`config.mk`:
```
export PLATFORM = sky130hd
export DESIGN_NAME = acs_device_flat
export DESIGN_NICKNAME = d
export VERILOG_FILES = /design/src/core/acs_pkg.sv /design/src/core/acs_if.sv /design/src/core/acs_phase_timer.sv /design/src/core/acs_device.sv /design/src/flat_wrapper.sv
export SDC_FILE = /design/constraint.sdc
export NUM_CORES = 1
export LEC_CHECK = 0
export ABC_AREA = 1
export BUFFER_PORTS_ARGS = -buffer_cell sky130_fd_sc_hd__buf_2
export CAP_MARGIN = 20
export CORE_MARGIN = 2
export CORE_UTILIZATION = 31
export CTS_BUF_LIST = sky130_fd_sc_hd__clkbuf_8
export CTS_CLUSTER_DIAMETER = 60
export DETAILED_ROUTE_END_ITERATION = 6
export PLACE_DENSITY_LB_ADDON = 0.2
export SLEW_MARGIN = 20
export SYNTH_ARGS = -nofsm -noshare
export SYNTH_HDL_FRONTEND = slang
export SYNTH_SLANG_ARGS = --single-unit
```
`constraint.sdc`:
```
create_clock -name clk_in -period 2.33 [get_ports clk_in]
set_input_delay 0.466 -clock clk_in [delete_from_list [all_inputs] [get_ports clk_in]]
set_output_delay 0.466 -clock clk_in [all_outputs]
set_load 0.02 [all_outputs]
```
`src/core/acs_pkg.sv`:
```
/*
  Shared constants and types of the calibration sequencer: device control word
  layout, calibration variants, phase timing, trim ranges and host register map.
  Assumes both ends and the link interface are compiled after this package.
*/
package acs_pkg;

  // Device control word carried over the link
  localparam int CTRL_W = 5;
  localparam int CTRL_START_BIT = 0;
  localparam int CTRL_SYS_BIT = 1;
  localparam int CTRL_VAR_LSB = 2;
  localparam int CTRL_BIPOLAR_BIT = 4;

  // Calibration variants
  localparam logic [1:0] VAR_FULL = 2'h0;
  localparam logic [1:0] VAR_GAIN_OFS = 2'h1;
  localparam logic [1:0] VAR_OFS = 2'h2;
  localparam logic [1:0] VAR_GAIN = 2'h3;

  // Level the host applies to the analog input
  localparam logic [1:0] LVL_NONE = 2'h0;
  localparam logic [1:0] LVL_FULLSCALE = 2'h1;
  localparam logic [1:0] LVL_OFFSET = 2'h2;

  // Quantity being trimmed
  localparam logic [1:0] TGT_NONE = 2'h0;
  localparam logic [1:0] TGT_DAC = 2'h1;
  localparam logic [1:0] TGT_GAIN = 2'h2;
  localparam logic [1:0] TGT_OFS = 2'h3;

  // Calibration times, specified at the reference master clock
  localparam longint REF_CLK_KHZ = 6000;
  localparam longint CAL_FULL_NS = 41_700_000;
  localparam longint CAL_GAIN_OFS_NS = 9_260_000;
  localparam longint CAL_ONE_NS = 4_630_000;
  localparam int CAL_FULL_CYCLES = int'((CAL_FULL_NS * REF_CLK_KHZ) / 1_000_000);
  localparam int CAL_GAIN_OFS_CYCLES = int'((CAL_GAIN_OFS_NS * REF_CLK_KHZ) / 1_000_000);
  localparam int CAL_ONE_CYCLES = int'((CAL_ONE_NS * REF_CLK_KHZ) / 1_000_000);
  localparam int CAL_DAC_CYCLES = CAL_FULL_CYCLES - CAL_GAIN_OFS_CYCLES;
  localparam int TIMER_W = 18;
  localparam int TRIM_TICK_BITS = 8;

  // Host side timing at the 25 MHz system clock
  localparam int CLK_PERIOD_NS = 40;
  localparam int SETUP_NS = 100;
  localparam int POWERUP_NS = 5000;
  localparam int SETUP_CYCLES = (SETUP_NS + CLK_PERIOD_NS - 1) / CLK_PERIOD_NS;
  localparam int CAL_LOW_CYCLES = (POWERUP_NS + CLK_PERIOD_NS - 1) / CLK_PERIOD_NS;
  localparam int HCNT_W = 8;

  // Trim registers
  localparam int TRIM_W = 8;
  localparam logic [7:0] TRIM_RESET = 8'h80;
  localparam logic [7:0] TRIM_MAX = 8'hff;
  localparam logic [7:0] TRIM_MIN = 8'h00;
  localparam logic [7:0] TRIM_ONE = 8'h01;

  // Host register map (byte addresses)
  localparam int ADDR_W = 4;
  localparam logic [3:0] HOST_CTRL_ADDR = 4'h0;
  localparam logic [3:0] HOST_STAT_ADDR = 4'h4;
  localparam int HC_GO_BIT = 0;
  localparam int HC_SW_BIT = 1;
  localparam int HC_SYS_BIT = 2;
  localparam int HC_VAR_LSB = 3;
  localparam int HC_BIPOLAR_BIT = 5;
  localparam int HC_RUNS_LSB = 6;
  localparam int HS_BUSY_BIT = 0;
  localparam int HS_ACTIVE_BIT = 1;
  localparam int HS_DONE_BIT = 2;

  typedef enum logic [2:0]
  {
    D_IDLE = 3'h0,
    D_DAC = 3'h1,
    D_GAIN = 3'h3,
    D_OFS = 3'h2,
    D_WAIT_SS = 3'h6
  } acs_dev_state_type;

  typedef enum logic [3:0]
  {
    H_IDLE = 4'h0,
    H_CFG = 4'h1,
    H_CAL_LOW = 4'h3,
    H_WAIT_HI = 4'h2,
    H_WAIT_LO = 4'h6,
    H_OFS_SETUP = 4'h7,
    H_SS_LOW = 4'h5,
    H_WAIT_HI2 = 4'h4,
    H_WAIT_LO2 = 4'hc
  } acs_host_state_type;

  // Saturating one-step trim move; top bit flags a trim range limit
  function automatic logic [8:0] acs_trim_step(input logic [7:0] v, input logic up);
    logic [7:0] n;
    if (up)
    begin
      n = (v == TRIM_MAX) ? v : v + TRIM_ONE;
    end
    else
    begin
      n = (v == TRIM_MIN) ? v : v - TRIM_ONE;
    end
    return {(n == TRIM_MAX) || (n == TRIM_MIN), n};
  endfunction : acs_trim_step

endpackage : acs_pkg

```
`src/core/acs_if.sv`:
```
/*
  Link between the host processor end and the converter's calibration end.
  Assumes both ends run on the same clock; all signals are plain levels.
*/
`timescale 1ns/10ps
`default_nettype none
interface acs_if;
  logic cal_n;
  logic sample_start_n;
  logic ctrl_wr;
  logic [4:0] ctrl_data;
  logic [1:0] analog_input;
  logic busy;

  modport dev
  (
    input cal_n,
    input sample_start_n,
    input ctrl_wr,
    input ctrl_data,
    input analog_input,
    output busy
  );

  modport host
  (
    output cal_n,
    output sample_start_n,
    output ctrl_wr,
    output ctrl_data,
    output analog_input,
    input busy
  );
endinterface : acs_if
`default_nettype wire

```
`src/core/acs_phase_timer.sv`:
```
/*
  Phase down-counter of the calibration end: loads a phase length, signals
  the last cycle and a periodic trim tick. Assumes load is a single-cycle pulse.
*/
`timescale 1ns/10ps
`default_nettype none
module acs_phase_timer
(
  // Clock and control
  input wire logic clk_in,
  input wire logic rst_n_in,
  input wire logic ce_in,
  // Phase load
  input wire logic load_in,
  input wire logic [17:0] len_in,
  // Status
  output logic done_out,
  output logic tick_out
);
  typedef struct packed
  {
    logic [17:0] cnt;
  } acs_tmr_regs_type;

  localparam logic [17:0] TIMER_ONE = 18'h00001;

  acs_tmr_regs_type r;
  acs_tmr_regs_type next_r;

  always_comb
  begin
    next_r = r;
    if (load_in)
    begin
      next_r.cnt = len_in;
    end
    else if (r.cnt != '0)
    begin
      next_r.cnt = r.cnt - TIMER_ONE;
    end
  end

  always_ff @(posedge clk_in)
  begin
    if (!rst_n_in)
    begin
      r <= '0;
    end
    else if (ce_in)
    begin
      r <= next_r;
    end
  end

  assign done_out = (r.cnt == TIMER_ONE);
  assign tick_out = (r.cnt != '0) && (r.cnt[acs_pkg::TRIM_TICK_BITS-1:0] == '0);
endmodule : acs_phase_timer
`default_nettype wire

```
`src/core/acs_device.sv`:
```
/*
  Calibration sequencer of the converter end: starts on the calibration pin
  or a control write, runs the DAC, gain and offset trim phases, and reports
  busy over the link. Assumes the host keeps its timing on the link.
*/
`timescale 1ns/10ps
`default_nettype none
module acs_device #(
  parameter int DAC_CYCLES = acs_pkg::CAL_DAC_CYCLES,
  parameter int TRIM_CYCLES = acs_pkg::CAL_ONE_CYCLES
)
(
  // Clock and control
  input wire logic clk_in,
  input wire logic rst_n_in,
  input wire logic ce_in,
  // Link to the host
  acs_if.dev link,
  // Comparator from the analog core
  input wire logic err_high_in,
  // Trim results and status
  output logic [7:0] dac_trim_out,
  output logic [7:0] offset_trim_out,
  output logic [7:0] gain_trim_out,
  output logic [1:0] trim_target_out,
  output logic midscale_target_out,
  output logic trim_limit_out,
  output logic cal_done_out
);
  typedef struct packed
  {
    acs_pkg::acs_dev_state_type state;
    logic busy;
    logic cal_prev;
    logic ss_prev;
    logic sys;
    logic [1:0] variant;
    logic bipolar;
    logic [7:0] dac_trim;
    logic [7:0] ofs_trim;
    logic [7:0] gain_trim;
    logic at_limit;
    logic load;
    logic [17:0] load_len;
    logic done;
    logic [1:0] target;
  } acs_dev_regs_type;

  localparam logic [17:0] DAC_LEN = 18'(DAC_CYCLES);
  localparam logic [17:0] TRIM_LEN = 18'(TRIM_CYCLES);

  acs_dev_regs_type r;
  acs_dev_regs_type next_r;
  logic timer_done;
  logic timer_tick;
  logic cal_rise;
  logic ss_rise;
  logic sw_start;
  logic start_sys;
  logic [1:0] start_var;
  logic [8:0] step;

  // DAC trim is far longer, which makes the full variant the slow one
  function automatic logic [17:0] phase_len(input acs_pkg::acs_dev_state_type s);
    return (s == acs_pkg::D_DAC) ? DAC_LEN : TRIM_LEN;
  endfunction : phase_len

  function automatic acs_dev_regs_type enter(input acs_dev_regs_type v, input acs_pkg::acs_dev_state_type s);
    v.state = s;
    v.busy = 1'b1;
    v.load = 1'b1;
    v.load_len = phase_len(s);
    return v;
  endfunction : enter

  function automatic acs_pkg::acs_dev_state_type first_phase(input logic [1:0] var_sel);
    acs_pkg::acs_dev_state_type s;
    unique case (var_sel)
      acs_pkg::VAR_FULL: s = acs_pkg::D_DAC;
      acs_pkg::VAR_OFS: s = acs_pkg::D_OFS;
      default: s = acs_pkg::D_GAIN;
    endcase
    return s;
  endfunction : first_phase

  function automatic logic [1:0] target_of(input acs_pkg::acs_dev_state_type s);
    logic [1:0] t;
    unique case (s)
      acs_pkg::D_DAC: t = acs_pkg::TGT_DAC;
      acs_pkg::D_GAIN: t = acs_pkg::TGT_GAIN;
      acs_pkg::D_OFS: t = acs_pkg::TGT_OFS;
      default: t = acs_pkg::TGT_NONE;
    endcase
    return t;
  endfunction : target_of

  acs_phase_timer u_timer
  (
    .clk_in(clk_in),
    .rst_n_in(rst_n_in),
    .ce_in(ce_in),
    .load_in(r.load),
    .len_in(r.load_len),
    .done_out(timer_done),
    .tick_out(timer_tick)
  );

  always_comb
  begin
    next_r = r;
    next_r.load = 1'b0;
    next_r.done = 1'b0;
    next_r.cal_prev = link.cal_n;
    next_r.ss_prev = link.sample_start_n;
    cal_rise = link.cal_n && !r.cal_prev;
    ss_rise = link.sample_start_n && !r.ss_prev;
    sw_start = link.ctrl_wr && link.ctrl_data[acs_pkg::CTRL_START_BIT];
    start_sys = link.ctrl_wr ? link.ctrl_data[acs_pkg::CTRL_SYS_BIT] : r.sys;
    start_var = link.ctrl_wr ? link.ctrl_data[acs_pkg::CTRL_VAR_LSB +: 2] : r.variant;
    step = '0;
    // Mode writes and all start sources are locked out while busy
    if (!r.busy)
    begin
      if (link.ctrl_wr)
      begin
        next_r.sys = link.ctrl_data[acs_pkg::CTRL_SYS_BIT];
        next_r.variant = link.ctrl_data[acs_pkg::CTRL_VAR_LSB +: 2];
        next_r.bipolar = link.ctrl_data[acs_pkg::CTRL_BIPOLAR_BIT];
      end
      if (!link.cal_n)
      begin
        next_r.state = acs_pkg::D_IDLE;
      end
      else if (cal_rise || sw_start)
      begin
        next_r = enter(next_r, first_phase(start_var));
        next_r.sys = start_sys;
        next_r.variant = start_var;
        next_r.at_limit = 1'b0;
      end
      else if ((r.state == acs_pkg::D_WAIT_SS) && ss_rise)
      begin
        next_r = enter(next_r, acs_pkg::D_OFS);
      end
    end
    else
    begin
      if (timer_tick)
      begin
        unique case (r.state)
          acs_pkg::D_DAC:
          begin
            step = acs_pkg::acs_trim_step(r.dac_trim, !err_high_in);
            next_r.dac_trim = step[7:0];
          end
          acs_pkg::D_GAIN:
          begin
            step = acs_pkg::acs_trim_step(r.gain_trim, !err_high_in);
            next_r.gain_trim = step[7:0];
          end
          acs_pkg::D_OFS:
          begin
            step = acs_pkg::acs_trim_step(r.ofs_trim, !err_high_in);
            next_r.ofs_trim = step[7:0];
          end
          default:
          begin
            step = '0;
          end
        endcase
        // Saturation is only flagged; the phase still runs its full length
        next_r.at_limit = r.at_limit || step[8];
      end
      if (timer_done)
      begin
        unique case (r.state)
          acs_pkg::D_DAC:
          begin
            next_r = enter(next_r, acs_pkg::D_GAIN);
          end
          acs_pkg::D_GAIN:
          begin
            if ((r.variant == acs_pkg::VAR_FULL) || (r.variant == acs_pkg::VAR_GAIN_OFS))
            begin
              if (r.sys)
              begin
                next_r.state = acs_pkg::D_WAIT_SS;
                next_r.busy = 1'b0;
              end
              else
              begin
                next_r = enter(next_r, acs_pkg::D_OFS);
              end
            end
            else
            begin
              next_r.state = acs_pkg::D_IDLE;
              next_r.busy = 1'b0;
              next_r.done = 1'b1;
            end
          end
          acs_pkg::D_OFS:
          begin
            next_r.state = acs_pkg::D_IDLE;
            next_r.busy = 1'b0;
            next_r.done = 1'b1;
          end
          default:
          begin
            next_r.state = acs_pkg::D_IDLE;
            next_r.busy = 1'b0;
          end
        endcase
      end
    end
    next_r.target = target_of(next_r.state);
  end

  always_ff @(posedge clk_in)
  begin
    if (!rst_n_in)
    begin
      r <= '{state: acs_pkg::D_IDLE, cal_prev: 1'b1, ss_prev: 1'b1, dac_trim: acs_pkg::TRIM_RESET,
             ofs_trim: acs_pkg::TRIM_RESET, gain_trim: acs_pkg::TRIM_RESET, default: '0};
    end
    else if (ce_in)
    begin
      r <= next_r;
    end
  end

  assign link.busy = r.busy;
  assign dac_trim_out = r.dac_trim;
  assign offset_trim_out = r.ofs_trim;
  assign gain_trim_out = r.gain_trim;
  assign trim_target_out = r.target;
  assign midscale_target_out = r.bipolar;
  assign trim_limit_out = r.at_limit;
  assign cal_done_out = r.done;
endmodule : acs_device
`default_nettype wire

```
`src/flat_wrapper.sv`:
```
// flat-port wrapper written by rule: the top's interface ports become plain ports
module acs_device_flat 
#(
  parameter int DAC_CYCLES = acs_pkg::CAL_DAC_CYCLES,
  parameter int TRIM_CYCLES = acs_pkg::CAL_ONE_CYCLES
)
  (clk_in, rst_n_in, ce_in, err_high_in, dac_trim_out, offset_trim_out, gain_trim_out, trim_target_out, midscale_target_out, trim_limit_out, cal_done_out, link_cal_n, link_sample_start_n, link_ctrl_wr, link_ctrl_data, link_analog_input, link_busy);
  acs_if link_i ();
  input wire logic clk_in;
  input wire logic rst_n_in;
  input wire logic ce_in;
  input wire logic err_high_in;
  output logic [7:0] dac_trim_out;
  output logic [7:0] offset_trim_out;
  output logic [7:0] gain_trim_out;
  output logic [1:0] trim_target_out;
  output logic midscale_target_out;
  output logic trim_limit_out;
  output logic cal_done_out;
  input wire logic [$bits(link_i.cal_n)-1:0] link_cal_n;
  input wire logic [$bits(link_i.sample_start_n)-1:0] link_sample_start_n;
  input wire logic [$bits(link_i.ctrl_wr)-1:0] link_ctrl_wr;
  input wire logic [$bits(link_i.ctrl_data)-1:0] link_ctrl_data;
  input wire logic [$bits(link_i.analog_input)-1:0] link_analog_input;
  output wire logic [$bits(link_i.busy)-1:0] link_busy;
  assign link_i.cal_n = link_cal_n;
  assign link_i.sample_start_n = link_sample_start_n;
  assign link_i.ctrl_wr = link_ctrl_wr;
  assign link_i.ctrl_data = link_ctrl_data;
  assign link_i.analog_input = link_analog_input;
  assign link_busy = link_i.busy;
  acs_device #(.DAC_CYCLES(DAC_CYCLES), .TRIM_CYCLES(TRIM_CYCLES)) u_core (.clk_in(clk_in), .rst_n_in(rst_n_in), .ce_in(ce_in), .link(link_i), .err_high_in(err_high_in), .dac_trim_out(dac_trim_out), .offset_trim_out(offset_trim_out), .gain_trim_out(gain_trim_out), .trim_target_out(trim_target_out), .midscale_target_out(midscale_target_out), .trim_limit_out(trim_limit_out), .cal_done_out(cal_done_out));
endmodule
```
==> results.md <==
* Leak pwr at 2.57 nW
* Peak VDD IR at 0.291 mV
* Critical Path RT at between 2 and 3 ns
* Die area at 16200 sq um
* Final worst path period share at 0.899
* Per-cell routed wire length at 12.8 um
* Endpoints failing setup at 0
* Syn. warnings at 0
* Die height at 127 um
* Post-synth cell types at 41
* GPL Wtd Cong at 0.831
* Total power at 2.59 mW
* Post-layout minimum cycle time at 2.09 ns
* Hold_ws at approximately 0.34 ns
* Post-synthesis register bit count at 60
* Final worst slack at between 0.2 and 0.25 ns
* Syn avg cell area at 6.12 sq um
* Initial Util at 0.314
* Critical Path End: u_core.u_timer.r[14]$_SDFFE_PN0P_
* Maximum clock insertion buffer count at 2
* Clock transition at path regs at 0.07 ns
* DRC violation count after routing at 0
* Most common cell after layout, fill and taps aside: nand2_1
* # rows at 45
* Leading area contributor after synthesis: dfxtp_1
* Sink Count at 60
* Detail Route Antenna Nets at 0
* Synth Instances at 772
* CP startpoint: u_core.u_timer.r[0]$_SDFFE_PN0P_
* Max-cap violations at 0
* Htree depth at 3
* Top cells by area, synth: dfxtp_1 25%, nand2_1 16%, nand3_1 7.7%
* Worst-Skew Late Latency at 0.36 ns
* Overflow after GRT at 0
* Nets at 820
* Hold Crit Class: primary input to flip-flop
* Placed cell count at 972
* F_max at 0.477 GHz
* Reg2reg path depth at 11
* Non-filler cells, final at 985
* First-pass GRT wire length at between 20000 and 25000 um
* Pre-CTS setup slack at 0.233 ns
* CTS tree: built
* Hpwl dp at 9630 um
* Share of the synthesized area in the top cell type at 0.254
* Arrival time worst endpoint at 2.31 ns
* Ant diodes at 0
* Pin count of the biggest net entering global routing at 21
* Critical-path top delay cell: dfxtp_1
* Most frequent cells in the layout: 204 x nand2_1, 93 x inv_1, 73 x nand3_1
* Reg-to-reg critical path endpoint: u_core.u_timer.r[14]$_SDFFE_PN0P_
* Setup Buffers After CTS at 0
* Port bufs at 41
* Crit Path Max Fanout at 18
* CP dominant cell by count: inv_1
* Initial antenna violation count at 0
* CP Launch Type: flip-flop
* Wirelength, routed at 12600 um
* Setup TNS at 0 ns
* DR vias/cell at about 4.7
* Drt pass-1 iters at 4
* Post-Syn Nets at 797
* Pins Over Slew Limit at 0
* Layout area overhead at 10.0%
* Nature of the critical path endpoint: flip-flop
* Number of synthesized flops with an enable pin at 0
* Seq/Total Area, Yosys at 0.254
* Chip Width at 127 um
* Clock Root Buffer: clkbuf_8
* Gr usage total at 0.162
* Clock skew at 0.0141 ns
* Worst Hold Depth at 3
* Power Dens Cells at 498 nW/um^2
* Ys async rst share at 0
* Unrepaired setup endpoints after global routing: false
* Worst path cell trace: inv_1, ha_1, inv_1, nor2_1, nand2_1, nor2_4, inv_1, o21ai_2, nand2_2, inv_1, a221oi_1
* Ports at 44
* Vias at 4649
* CP max stage delay at 0.33 ns
* Worst-margin pin slew at 0.542 ns
* CP Class: flip-flop to flip-flop
* Core Footprint at 15000 sq um
* CTS buffer count at 9
* Initial drt markers at 312
* Slew HR at 0.638
* Run status: finished clean
* Mapped Area at between 4000 and 5000 sq um
* Main synth FF type: dfxtp_1
* Vias in the first global route at 4302
* R2R Setup Slk at 0.24 ns
* Fin. Hold Viols at 0
* Reg2reg start: u_core.u_timer.r[0]$_SDFFE_PN0P_
* Share of cells above drive strength 1 at 0.159
cell usage after synthesis, drive strengths merged (2+ instances only):
library cell / n
a211oi: 4
a21oi: 47
a221oi: 2
a31oi: 8
buf: 40
clkbuf: 9
dfxtp: 60
ha: 11
inv: 101
nand2: 220
nand3: 75
nand3b: 2
nand4: 12
nor2: 86
nor3: 7
o211ai: 5
o21ai: 60
xnor2: 4
xor2: 11
state kept, by name (all words and copies together), names as in the netlist, 2 cells and up:
register and count:
u_core.u_timer.r 18, u_core.r 12, u_core.dac_trim_out 8, u_core.gain_trim_out 8, u_core.offset_trim_out 8, u_core.trim_target_out 2
cell families (layout without fill, tap and decap cells):
kind of cell / Yosys count / in the layout / share of synthesized area
flip-flops: 60 / 60 / 0.254
AO/OA/AOI/OAI: 130 / 130 / 0.153
AND/OR/NAND/NOR: 405 / 405 / 0.388
XOR/XNOR: 15 / 15 / 0.0278
buffers and inverters: 151 / 176 / 0.147
adder cells (fa/ha/maj): 11 / 11 / 0.0291
final cells by class:
class / count / area, sq um
clock buffers: 10 / 138
clock inverters: 3 / 40.0
fillers: 1697 / 9840
inverters: 102 / 385
multi-input cells: 561 / 2830
flip-flops and latches: 60 / 1200
well taps: 188 / 235
repair buffers: 61 / 368
power breakdown:
part	internal [mW]	switching [mW]	leakage, nW
Sequential	1.09	0.0500	0.490
Combinational	0.190	0.352	1.99
Clock	0.501	0.407	0.0939
worst min path at each step:
stage	start	endpoint	slack, ns
after global placement	u_core.r[51]$_SDFFE_PN1P_	u_core.r[51]$_SDFFE_PN1P_	0.44
after CTS	link_sample_start_n	u_core.r[51]$_SDFFE_PN1P_	0.32
after detailed placement	u_core.r[51]$_SDFFE_PN1P_	u_core.r[51]$_SDFFE_PN1P_	0.45
final	link_sample_start_n	u_core.r[51]$_SDFFE_PN1P_	0.34
after global routing	link_sample_start_n	u_core.r[51]$_SDFFE_PN1P_	0.35
after floorplan	u_core.r[51]$_SDFFE_PN1P_	u_core.r[51]$_SDFFE_PN1P_	0.42
worst max-delay path: cells and delay by family (launching register included):
family | cells | cell delay (ns)
compound gates | 2 | 0.32
simple gates | 4 | 0.59
buf+inv | 4 | 0.51
fa+ha+maj | 1 | 0.20
flops | 1 | 0.33
routing by layer:
metal	vias up	share of wire	global-route usage	wire, um
li1	2513	-	-	-
met3	15	0.033	0.0423	418
met2	51	0.45	0.260	5720
met5	-	0	0	0
met4	0	0.014	0.0401	177
met1	2070	0.50	0.217	6250
through the flow:
step           utilization  cell area [sq um]
2_1_floorplan            -               4720
3_3_place_gp         0.334               5010
3_5_place_dp         0.334               5010
4_1_cts              0.345               5190
5_1_grt              0.346               5190
6_report             0.346               5190
timing repair:
action / 4_1_cts / 5_1_grt
endpoints found under the hold margin: 0 / 0
hold buffers: 0 / 0
endpoints found under the setup margin: 0 / 1
resized for setup: 0 / 3
(Power assumes the default switching activity.)
